**config.mk**
```make
export PLATFORM = sky130hd
export DESIGN_NAME = sram_host
export DESIGN_NICKNAME = d
export VERILOG_FILES = /design/src/verilog/sram_host_pkg.sv /design/src/verilog/sram_host.sv
export SDC_FILE = /design/constraint.sdc
export NUM_CORES = 1
export LEC_CHECK = 0
export ABC_AREA = 1
export BUFFER_PORTS_ARGS = -buffer_cell sky130_fd_sc_hd__buf_2
export CAP_MARGIN = 5
export CORE_MARGIN = 2
export CORE_UTILIZATION = 55
export DETAILED_ROUTE_END_ITERATION = 7
export PLACE_DENSITY = 0.83
export SLEW_MARGIN = 20
export SYNTH_ARGS = -nofsm -noshare
export SYNTH_HDL_FRONTEND = slang
export SYNTH_SLANG_ARGS = --single-unit
```
**constraint.sdc**
```tcl
create_clock -name i_clk -period 3.7 [get_ports i_clk]
set_clock_uncertainty 0.05 [all_clocks]
set_input_delay 0.185 -clock i_clk [delete_from_list [all_inputs] [get_ports i_clk]]
set_output_delay 0.185 -clock i_clk [all_outputs]
set_load 0.1 [all_outputs]
```
**src/verilog/sram_host_pkg.sv**
```systemverilog
package sram_host_pkg;

  localparam int ADDR_W = 13;
  localparam int DATA_W = 8;
  localparam int CLK_PERIOD_NS = 8;

  // Least intervals in ns
  localparam int ADDR_SETUP_END_NS = 35;
  localparam int STROBE_PULSE_NS = 35;
  localparam int DATA_SETUP_NS = 20;
  localparam int ACCESS_NS = 45;
  localparam int TURN_OFF_NS = 25;

  // Cycle counts rounded up
  localparam int STROBE_CYC =
    (STROBE_PULSE_NS + CLK_PERIOD_NS - 1) / CLK_PERIOD_NS;
  localparam int ACCESS_CYC = (ACCESS_NS + CLK_PERIOD_NS - 1) / CLK_PERIOD_NS;
  localparam int TURN_OFF_CYC =
    (TURN_OFF_NS + CLK_PERIOD_NS - 1) / CLK_PERIOD_NS;
  localparam int CNT_W = 4;

  typedef struct packed {
    logic rd_wr_n;
    logic [ADDR_W-1:0] addr;
    logic [DATA_W-1:0] wdata;
  } req_t;

  typedef struct packed {
    logic select_low_active_n;
    logic chip_select_high_active;
    logic strobe_n;
    logic gate_n;
  } ctl_t;

  typedef enum logic [4:0] {
    ST_IDLE = 5'h01,
    ST_SETUP = 5'h02,
    ST_STROBE = 5'h04,
    ST_READ = 5'h08,
    ST_RECOV = 5'h10
  } state_t;

endpackage

```
**src/verilog/sram_host.sv**
```systemverilog
module sram_host
  import sram_host_pkg::*;
(
  // Clock and reset
  input wire logic i_clk,
  input wire logic i_rst,
  // Request side
  input wire logic i_req_valid,
  input wire req_t i_req,
  output logic o_req_ready,
  output logic o_rd_valid,
  output logic [DATA_W-1:0] o_rd_data,
  // Memory pins
  output ctl_t o_ctl,
  output logic [ADDR_W-1:0] o_word_address_lines,
  input wire logic [DATA_W-1:0] i_shared_data_lines,
  output logic [DATA_W-1:0] o_shared_data_lines,
  output logic o_shared_data_lines_oe
);

  state_t state, next_state;
  logic [CNT_W-1:0] cnt, next_cnt;
  ctl_t next_ctl;
  logic [ADDR_W-1:0] next_addr;
  logic [DATA_W-1:0] next_dout, next_rd_data;
  logic next_oe, next_ready, next_rd_valid;
  logic [DATA_W-1:0] din_meta, din_sync;
  logic take;

  // ----------------------------------------
  // Data input synchroniser
  // ----------------------------------------
  always_ff @(posedge i_clk or posedge i_rst) begin
    if (i_rst) begin
      din_meta <= '0;
      din_sync <= '0;
    end else begin
      din_meta <= i_shared_data_lines;
      din_sync <= din_meta;
    end
  end

  // ----------------------------------------
  // Sequencer
  // ----------------------------------------
  // Request accepted on this edge
  assign take = i_req_valid && o_req_ready;

  always_comb begin
    next_state = state;
    next_cnt = cnt;
    next_ctl = o_ctl;
    unique case (state)
      ST_IDLE: begin
        if (take) begin
          next_ctl.gate_n = ~i_req.rd_wr_n;
          next_state = i_req.rd_wr_n ? ST_READ : ST_SETUP;
          next_ctl.select_low_active_n = 1'b0;
          next_ctl.chip_select_high_active = 1'b1;
          next_cnt = CNT_W'(ACCESS_CYC);
        end
      end
      ST_SETUP: begin
        next_ctl.strobe_n = 1'b0;
        next_cnt = CNT_W'(STROBE_CYC);
        next_state = ST_STROBE;
      end
      ST_STROBE: begin
        next_cnt = cnt - CNT_W'(1);
        if (cnt == CNT_W'(1)) begin
          next_ctl.strobe_n = 1'b1;
          next_cnt = CNT_W'(1);
          next_state = ST_RECOV;
        end
      end
      ST_READ: begin
        next_cnt = cnt - CNT_W'(1);
        if (cnt == CNT_W'(1)) begin
          next_ctl.gate_n = 1'b1;
          next_ctl.select_low_active_n = 1'b1;
          next_ctl.chip_select_high_active = 1'b0;
          next_cnt = CNT_W'(TURN_OFF_CYC);
          next_state = ST_RECOV;
        end
      end
      ST_RECOV: begin
        next_ctl.select_low_active_n = 1'b1;
        next_ctl.chip_select_high_active = 1'b0;
        next_cnt = cnt - CNT_W'(1);
        if (cnt <= CNT_W'(1)) begin
          next_state = ST_IDLE;
        end
      end
      default: begin
        next_state = ST_IDLE;
        next_ctl = '{1'b1, 1'b0, 1'b1, 1'b1};
      end
    endcase
  end

  always_ff @(posedge i_clk or posedge i_rst) begin
    if (i_rst) begin
      state <= ST_IDLE;
      cnt <= '0;
      o_ctl <= '{1'b1, 1'b0, 1'b1, 1'b1};
    end else begin
      state <= next_state;
      cnt <= next_cnt;
      o_ctl <= next_ctl;
    end
  end

  // ----------------------------------------
  // Address and write data pins
  // ----------------------------------------
  always_comb begin
    next_addr = o_word_address_lines;
    next_dout = o_shared_data_lines;
    next_oe = o_shared_data_lines_oe;
    unique case (state)
      ST_IDLE: begin
        if (take) begin
          next_addr = i_req.addr;
          next_dout = i_req.wdata;
          next_oe = 1'b0;
        end
      end
      ST_SETUP: begin
        next_oe = 1'b1;
      end
      ST_STROBE, ST_READ: begin
        next_oe = o_shared_data_lines_oe;
      end
      ST_RECOV: begin
        next_oe = 1'b0;
      end
      default: begin
        next_oe = 1'b0;
      end
    endcase
  end

  always_ff @(posedge i_clk or posedge i_rst) begin
    if (i_rst) begin
      o_word_address_lines <= '0;
      o_shared_data_lines <= '0;
      o_shared_data_lines_oe <= 1'b0;
    end else begin
      o_word_address_lines <= next_addr;
      o_shared_data_lines <= next_dout;
      o_shared_data_lines_oe <= next_oe;
    end
  end

  // ----------------------------------------
  // Request side response
  // ----------------------------------------
  always_comb begin
    next_ready = 1'b0;
    next_rd_valid = 1'b0;
    next_rd_data = o_rd_data;
    unique case (state)
      ST_IDLE: begin
        next_ready = !take;
      end
      ST_READ: begin
        // Synchronised bus value at end of access
        if (cnt == CNT_W'(1)) begin
          next_rd_data = din_sync;
          next_rd_valid = 1'b1;
        end
      end
      ST_RECOV: begin
        next_ready = (cnt <= CNT_W'(1));
      end
      default: begin
        next_ready = 1'b0;
      end
    endcase
  end

  always_ff @(posedge i_clk or posedge i_rst) begin
    if (i_rst) begin
      o_req_ready <= 1'b0;
      o_rd_valid <= 1'b0;
      o_rd_data <= '0;
    end else begin
      o_req_ready <= next_ready;
      o_rd_valid <= next_rd_valid;
      o_rd_data <= next_rd_data;
    end
  end

endmodule // sram_host

```
==> After elaboration in Yosys (flattened, before gate mapping) <==
Index checks and enable logic that the tools add are counted.
{ "totals": {"ff_bits": 61, "latch_bits": 0, "ram_bits": 0, "mem_bits_ro": 0, "out_inout_bits": 36, "word_cells": 68, "mem_count": 0} }
{ "op_classes": {"add_sub_neg": 1, "mul": 0, "div_mod_pow": 0, "order_cmp": 1, "n_eq_ne": 11, "shift": 0, "n_mux": 21, "n_bitwise": 5, "reduce_logical": 15} }
{ "ops": {"columns": ["op", "n"], "rows": [
  ["$pmux W4 S5", 1],
  ["$pmux W5 S4", 1],
  ["$mux W4", 4],
  ["$mux W5", 3],
  ["$reduce_and A2 Y1", 5],
  ["$pmux W1 S3", 3],
  ["$reduce_and A3 Y1", 3],
  ["$ne A2 B2 Y1 const B", 4],
  ["$pmux W2 S3", 1],
  ["$reduce_or A3 Y1", 2],
  ["$eq A5 B1 Y1 const B", 1],
  ["$eq A5 B2 Y1 const B", 1],
  ["$eq A5 B3 Y1 const B", 1],
  ["$eq A5 B4 Y1 const B", 1],
  ["$eq A5 B5 Y1 const B", 1],
  ["$mux W1", 5],
  ["$not A1 Y1", 5],
  ["$reduce_bool A5 Y1", 1],
  ["$eq A4 B1 Y1 const B", 1],
  ["$le A4 B1 Y1 const B", 1],
  ["$mux W2", 2],
  ["$reduce_or A2 Y1", 2],
  ["$sub A4 B1 Y4 const B", 1],
  ["$ne A2 B1 Y1 const B", 1],
  ["other kinds (3)", 3]
]} }

==> Longest topological paths before layout <==
Gate-level depths: netlist of the first run.
{ "depth": {"depth_word": 4, "depth_mapped": 12} }

==> Least setup slack after synthesis of the first run <==
OpenSTA, ideal clock, no wires.
{ "synth_timing": {"kind": "reg2reg", "from": "reg o_req_ready", "to": "reg o_shared_data_lines[7]", "t_arrival_ns": 1.645, "setup_slack_ns": 1.883, "stages_incl_launch_ff": 7, "period_less_slack_ns": 1.817, "cell_sequence": "dfrtp_1 -> nand2_1 -> nor2_4 -> inv_2 -> buf_6 -> nand2_1 -> nand2_1"} }
{ "synth_via": {"elab_chain_cells": 2} }
{ "synth_rtl": {"columns": ["item", "line_no", "text"], "rows": [
  ["start, declared", "sram_host.sv:10", "output logic o_req_ready,"],
  ["start signal, assigned", "sram_host.sv:188", "o_req_ready <= next_ready;"],
  ["$logic_and A1 B1 Y1", "sram_host.sv:47", "assign take = i_req_valid && o_req_ready;"],
  ["$reduce_and A2 Y1 (no source line)", null, null],
  ["end signal, assigned", "sram_host.sv:150", "o_shared_data_lines <= next_dout;"],
  ["end, declared", "sram_host.sv:17", "output logic [DATA_W-1:0] o_shared_data_lines,"]
]} }
Every way passes these cells.
A chain may end at the register's enable or synchronous reset.

==> Final worst setup path of the first run <==
{ "layout_timing": {"from": "reg state[0]", "to": "reg cnt[3]"} }
{ "layout_via": {"elab_chain_cells": 3, "word_cells_on_any_way": 9, "cone_classes": "eq/ne: 6; mux: 1; reduce/logical: 2"} }
{ "layout_rtl": {"columns": ["item", "line_no", "text"], "rows": [
  ["start, declared", "sram_host.sv:21", "state_t state, next_state;"],
  ["start signal, assigned", "sram_host.sv:107", "state <= next_state;"],
  ["$eq A5 B4 Y1 (tied with other cells)", "sram_host.sv:53", "unique case (state)"],
  ["$reduce_bool A5 Y1 (no source line) or $ne A2 B2 Y1 (tied branches)", null, null],
  ["$reduce_and A2 Y1 (no source line)", null, null],
  ["end signal, assigned", "sram_host.sv:108", "cnt <= next_cnt;"],
  ["end, declared", "sram_host.sv:22", "logic [CNT_W-1:0] cnt, next_cnt;"]
]} }
Several ways; a longest one is shown, not always the timed one.

==> results.sh, run 1 <==
export IMPL_cts_tree="yes"
export IMPL_coreArea_um2=4380
export IMPL_grt_use_met2_pct=39.6
export IMPL_cts_resized_gates=0
export IMPL_syn_nets=306
export IMPL_synthFlopType="dfrtp_1"
export IMPL_num_rows=24
export IMPL_finalMaxSlewViolations=0
export IMPL_finalWorstSetupSlack_ns=1.68
export IMPL_die_y_um=71.6
export IMPL_synth_area_um2=2510
export IMPL_yosysMostFrequentCell="nand2_1"
export IMPL_gp_congestion=0.955
export IMPL_ant_nets=0
export IMPL_cts_buffers_inserted=9
export IMPL_drt_iter0_markers=201
export IMPL_cts_setup_buffers=0
export IMPL_yosysSeqAreaShare_pct=61.0
export IMPL_failed_checks="negative hold slack"
export IMPL_post_route_period_util_pct=54.6
export IMPL_synth_top_cell_area_share_pct=56.8
export IMPL_setup_tns_ns=0
export IMPL_multiInputGateArea_um2=871
export IMPL_synth_seq_cells=61
export IMPL_period_minus_slack_ns=2.02
export IMPL_hold_path_class="input pin to asynchronous set/reset pin"
export IMPL_rsz0062_at_grt="no"
export IMPL_hold_worst_slack_ns=-0.0635
export IMPL_fmax_mhz=495
export IMPL_post_route_util_pct=76.1
export IMPL_grt_pass1_vias=2166
export IMPL_crit_path_end_kind="flip-flop"
export IMPL_finalNetCount=407
export IMPL_die_x_um=71.6
export IMPL_ys_types=22
export IMPL_start_util_pct=57.3
export IMPL_cts_htree_levels=3
export IMPL_met1_usage_pct=34.1
export IMPL_insertion_delay_ns=0.35
export IMPL_io_pin_count=69
export IMPL_setup_worst_path_start_class="flip-flop"
export IMPL_synth_cells=271
export IMPL_antennaDiodeCount=0
export IMPL_overflow=0
export IMPL_dr_pass1_iters=5
export IMPL_drc=0
export IMPL_regArea_um2=1530
export IMPL_hold_violations=47
export IMPL_areaGrowthSynthToFinish_pct=32.8
export IMPL_ys_top_cells_by_area="dfrtp_1 (57%), nand2_1 (19%), dfstp_2 (4.2%)"
export IMPL_clockBufferDepth=2
export IMPL_dp_hpwl_mm=3.64
export IMPL_worstPathArrival_ns=2.19
export IMPL_status="finished, violations left"
export IMPL_gr_usage_all_layers_pct=26.1
export IMPL_antenna_found_initial=0
export IMPL_path_max_fanout=27
export IMPL_vias=2177
export IMPL_worstMarginPinSlew_ns=0.855
export IMPL_ys_warn_count=0
export IMPL_syn_area_per_cell_um2=9.27
export IMPL_slew_headroom_pct=42.9
export IMPL_cap_violations=0
export IMPL_use_met3_pct=9.85
export IMPL_grt_max_degree=53
export IMPL_synth_async_reset_ratio_pct=100
export IMPL_synth_edf_count=0
export IMPL_crit_type="flip-flop to flip-flop"
export IMPL_buffer_ports_inserted=68
export IMPL_dieArea_um2=5120
export IMPL_grt_busiest_layer="met2"
export IMPL_place_ws_ns=1.70
export IMPL_required_ns=3.87
export IMPL_ys_top_cells_by_count="nand2_1 (129), dfrtp_1 (57), inv_1 (15)"
export IMPL_wirelength_mm=6.09
export IMPL_layout_drive_gt1_share_pct=29.7
export IMPL_clock_sink_count=61
export IMPL_yosys_area_top_type="dfrtp_1"
export IMPL_grt_pass1_wl_mm=9.99
export IMPL_setup_viol_count_final=0
export IMPL_detail_route_wl_per_cell_um=14.2
export IMPL_vias_per_cell=5.07
export IMPL_cts_clk_slew_worst_paths_ns=0.08
export IMPL_root_buffer="clkbuf_8"
export IMPL_fillers=250
export IMPL_r2r_cells=7
-- registers in the layout (all words and copies together), names as in the netlist, 4 cells and up --
signal                cells
din_meta                  8
din_sync                  8
o_rd_data                 8
o_shared_data_lines       8
state                     5
o_word_address_lines     13
o_ctl                     4
cnt                       4
-- path summary, 6_finish.rpt --
| check | endpoint | slack [ns] | from |
|---|---|---|---|
| setup / recovery | cnt[3] | 1.68 | state[0] |
| hold / removal | o_rd_data[4] | -0.06 | i_rst |
| setup reg to reg | cnt[3] | 1.68 | state[0] |
| hold reg to reg | din_sync[5] | 0.30 | din_meta[5] |
| max in group asynchronous | o_word_address_lines[2] | 3.01 | i_rst |
| min in group i_clk | o_word_address_lines[0] | 0.02 | i_req[8] |
-- timing repair --
| action | CTS | global route |
|---|---|---|
| setup endpoints to repair | 0 | 0 |
| hold endpoints to repair | 25 | 0 |
| hold buffers | 25 | 0 |
-- metal layers --
layer / part of all wire (%) / up-vias
met5: 0 / -
met3: 8.4 / 14
met4: 2.7 / 0
li1: - / 1041
met2: 48 / 112
met1: 41 / 1010
-- stage by stage --
step / area, µm² / hold WS (ns) / instances
3_5_place_dp: 2890 / 0.245 / 388
4_1_cts: 3340 / 0.00473 / 429
3_3_place_gp: 2890 / 0.243 / 388
5_1_grt: 3340 / 0.0104 / 429
6_report: 3340 / -0.0635 / 429
2_1_floorplan: 2510 / 0.166 / 271
-- cells by family after synthesis --
family | count (synthesis) | share of synthesized area, %
simple gates | 173 | 31.0
compound gates | 11 | 2.34
fa+ha+maj | 2 | 0.996
flops | 61 | 61.0
xor+xnor | 1 | 0.349
buf+inv | 23 | 4.38
-- layout make-up --
cell class                      count  share of cell area [%]
Inverter                           19                    2.21
Clock buffer                        9                    3.71
Timing Repair Buffer               94                    17.9
Multi-Input combinational cell    187                    26.1
Sequential cell                    61                    45.9
Clock inverter                      7                    2.21
Tap cell                           52                    1.95
-- critical path, cell delays in order, from the launching register on --
cell     delay (ns)
dfstp_2        0.57
inv_2          0.06
nor2_4         0.12
nand3_4        0.11
nor2_4         0.40
inv_2          0.31
nand3_1        0.17
o21ai_0        0.10
-- layout by cell type (no fill, tap or decap), types with 2 or more instances in the layout --
cell type      netlist  final
dfstp_2              4      4
nand3_4              2      2
dlygate4sd3_1        0     25
a21oi_1              3      3
buf_2                0     68
inv_1               15     14
nand2_2              3      3
nor2_2               4      4
inv_2                3      3
o21ai_0              7      7
clkinv_4             0      2
nand3_1             10     10
ha_1                 2      2
dfrtp_1             57     57
clkbuf_8             0      9
nand2_1            129    129
nand4_1              5      5
nor2_1              12     12
clkinv_2             1      4
nor2_4               6      6
Power of run 1 is not shown: default switching activity piles up to over one toggle a cycle in this logic, so the estimate is an artifact.
==> inputs of run 2 (changes only) <==
- CORE_UTILIZATION: 55 -> 46
- PLACE_DENSITY: 0.83 -> 0.74
- clock period: 3.7 -> 1.64 ns (I/O delays scaled with it)
==> run 2 against run 1 <==
The flow now finishes without violations. Core utilization is 9.4 points lower. First-iteration DRC count is 6.0% higher. Critical endpoint is now o_ctl[2]. Critical path depth is 2 higher. Non-clock buffer count is 11 higher. Register-to-register slack worse by 1.6 ns. Hold slack better by 0.32 ns. Final cell count is 6.8% higher. Maximum frequency is 33% higher. Flip-flop and latch count stayed put. Clock-buffer cell count stayed put. Wire length is 7.3% lower. Global-route usage is 5.7 points lower.
==> results.sh, run 2 (synthesized netlist as in run 1, its figures left out) <==
export IMPL_dr_pass1_iters=4
export IMPL_r2r_end="o_ctl[2]"
export IMPL_grt_pass1_wl_mm=9.60
export IMPL_num_rows=26
export IMPL_path_max_fanout=3
export IMPL_setup_worst_path_start_class="flip-flop"
export IMPL_slew_headroom_pct=66.2
export IMPL_areaGrowthSynthToFinish_pct=38.3
export IMPL_critPathTopFamily="simple AND/OR/NAND/NOR gates"
export IMPL_reg2reg_slack_ns=0.12
export IMPL_clock_sink_count=61
export IMPL_crit_slowest_cell="dfrtp_1"
export IMPL_start_util_pct=48.3
export IMPL_layout_commonest_cell="nand2_1"
export IMPL_finalWorstSetupSlack_ns=0.119
export IMPL_grt_pass1_vias=2137
export IMPL_worst_path_buf_inv=2
export IMPL_worstPathArrival_ns=1.69
export IMPL_vias_per_cell=4.71
export IMPL_die_x_um=77.9
export IMPL_root_buffer="clkbuf_8"
export IMPL_status="finished, final reports clean"
export IMPL_buffer_ports_inserted=68
export IMPL_cts_setup_buffers=0
export IMPL_fmax_mhz=658
export IMPL_final_cell_mix="nand2_1 (129), buf_2 (68), dfrtp_1 (56)"
export IMPL_antennaDiodeCount=0
export IMPL_insertion_delay_ns=0.34
export IMPL_clockBufferDepth=2
export IMPL_detail_route_wl_per_cell_um=12.3
export IMPL_layout_drive_gt1_share_pct=30.7
export IMPL_dp_hpwl_mm=3.65
export IMPL_rsz0062_at_grt="yes"
export IMPL_cts_buffers_inserted=9
export IMPL_cts_clk_slew_worst_paths_ns=0.07
export IMPL_place_ws_ns=0.0867
export IMPL_worstMarginPinSlew_ns=0.511
export IMPL_hold_depth=4
export IMPL_gr_usage_all_layers_pct=20.4
export IMPL_dieArea_um2=6070
export IMPL_period_minus_slack_ns=1.52
export IMPL_path_cells="inv_1 -> ha_1 -> nand2_2 -> inv_1 -> nor2_1 -> nor2_2 -> nand2_1 -> nand2_1 -> nand2_1"
export IMPL_hold_path_class="input pin to flip-flop"
export IMPL_hold_violations=0
export IMPL_dpl_cell_area_um2=2960
export IMPL_grt_max_degree=62
export IMPL_vias=2157
export IMPL_final_area_um2=3470
export IMPL_regMostFlops="o_word_address_lines"
export IMPL_coreArea_um2=5200
export IMPL_antenna_found_initial=0
export IMPL_wirelength_mm=5.65
export IMPL_ant_nets=0
export IMPL_rr_startpoint="cnt[1]"
export IMPL_io_pin_count=69
export IMPL_gp_congestion=0.931
export IMPL_largest_reg_flops=13
export IMPL_cts_htree_levels=3
export IMPL_cp_common_cell="nand2_1"
export IMPL_required_ns=1.81
export IMPL_hold_worst_slack_ns=0.260
export IMPL_overflow=0
export IMPL_die_y_um=77.9
export IMPL_critPathMaxStageDelay_ns=0.38
export IMPL_hp_start="i_req_valid"
export IMPL_cap_violations=0
export IMPL_hold_path_end="state[0]"
export IMPL_r2r_cells=9
export IMPL_finalMaxSlewViolations=0
export IMPL_drc=0
export IMPL_post_route_period_util_pct=92.7
export IMPL_crit_path_end_kind="flip-flop"
export IMPL_crit_type="flip-flop to flip-flop"
export IMPL_drt_iter0_markers=213
export IMPL_cts_tree="yes"
export IMPL_finalNetCount=418
export IMPL_setup_viol_count_final=0
run 2: changes by cell type in the layout (fill, tap and decap cells not counted), sizes merged:
cell	before	now
buf	69	74
dlygate4sd3	25	31
clkinv	6	5
inv	18	19
run 2: stage by stage:
step / cells / setup TNS, ns / util [%]
after floorplan: 271 / -0.133 / -
after global placement: 411 / 0 / 56.9
after detailed placement: 411 / 0 / 56.9
after CTS: 458 / 0 / 66.7
after global routing: 458 / -0.0117 / 66.8
final: 458 / 0 / 66.8
run 2: area by class of cell:
| class | count | area, µm² |
|---|---|---|
| fill | 416 | 1730 |
| clock inverter | 7 | 73.8 |
| tap | 70 | 87.6 |
| multi-input combinational | 187 | 873 |
| timing repair buffer | 105 | 708 |
| inverter | 19 | 75.1 |
| clock buffer | 9 | 124 |
| sequential | 61 | 1530 |
run 2: how the worst max path moves through the flow:
stage	from	endpoint	slack (ns)	cells after the start
6_report	cnt[1]	o_ctl[2]	0.12	9
5_1_grt	cnt[0]	cnt[1]	-0.01	7
2_1_floorplan	i_rst	o_req_ready	-0.13	1
3_3_place_gp	state[0]	cnt[3]	0.12	7
3_5_place_dp	state[0]	cnt[3]	0.09	7
4_1_cts	state[0]	cnt[1]	0.07	8
run 2: per-layer routing:
layer	vias to the layer above	track usage [%]	share of wire [%]
met3	17	5.70	7.1
li1	1059	-	-
met4	0	11.6	2.9
met2	86	31.6	47
met1	995	25.7	43
met5	-	0	0
run 2: worst min-delay path, delay by kind of cell:
family,cells,cell delay [ns]
buffers and inverters,1,0.08
AND/OR/NAND/NOR,2,0.34
AO/OA/AOI/OAI,1,0.13
run 2: timing repair:
item / CTS / global route
hold buffers: 31 / 0
endpoints found under the setup margin: 0 / 5
gates resized for setup: 0 / 3
hold endpoints to repair: 87 / 0
Power of run 2 is left out for the same reason.
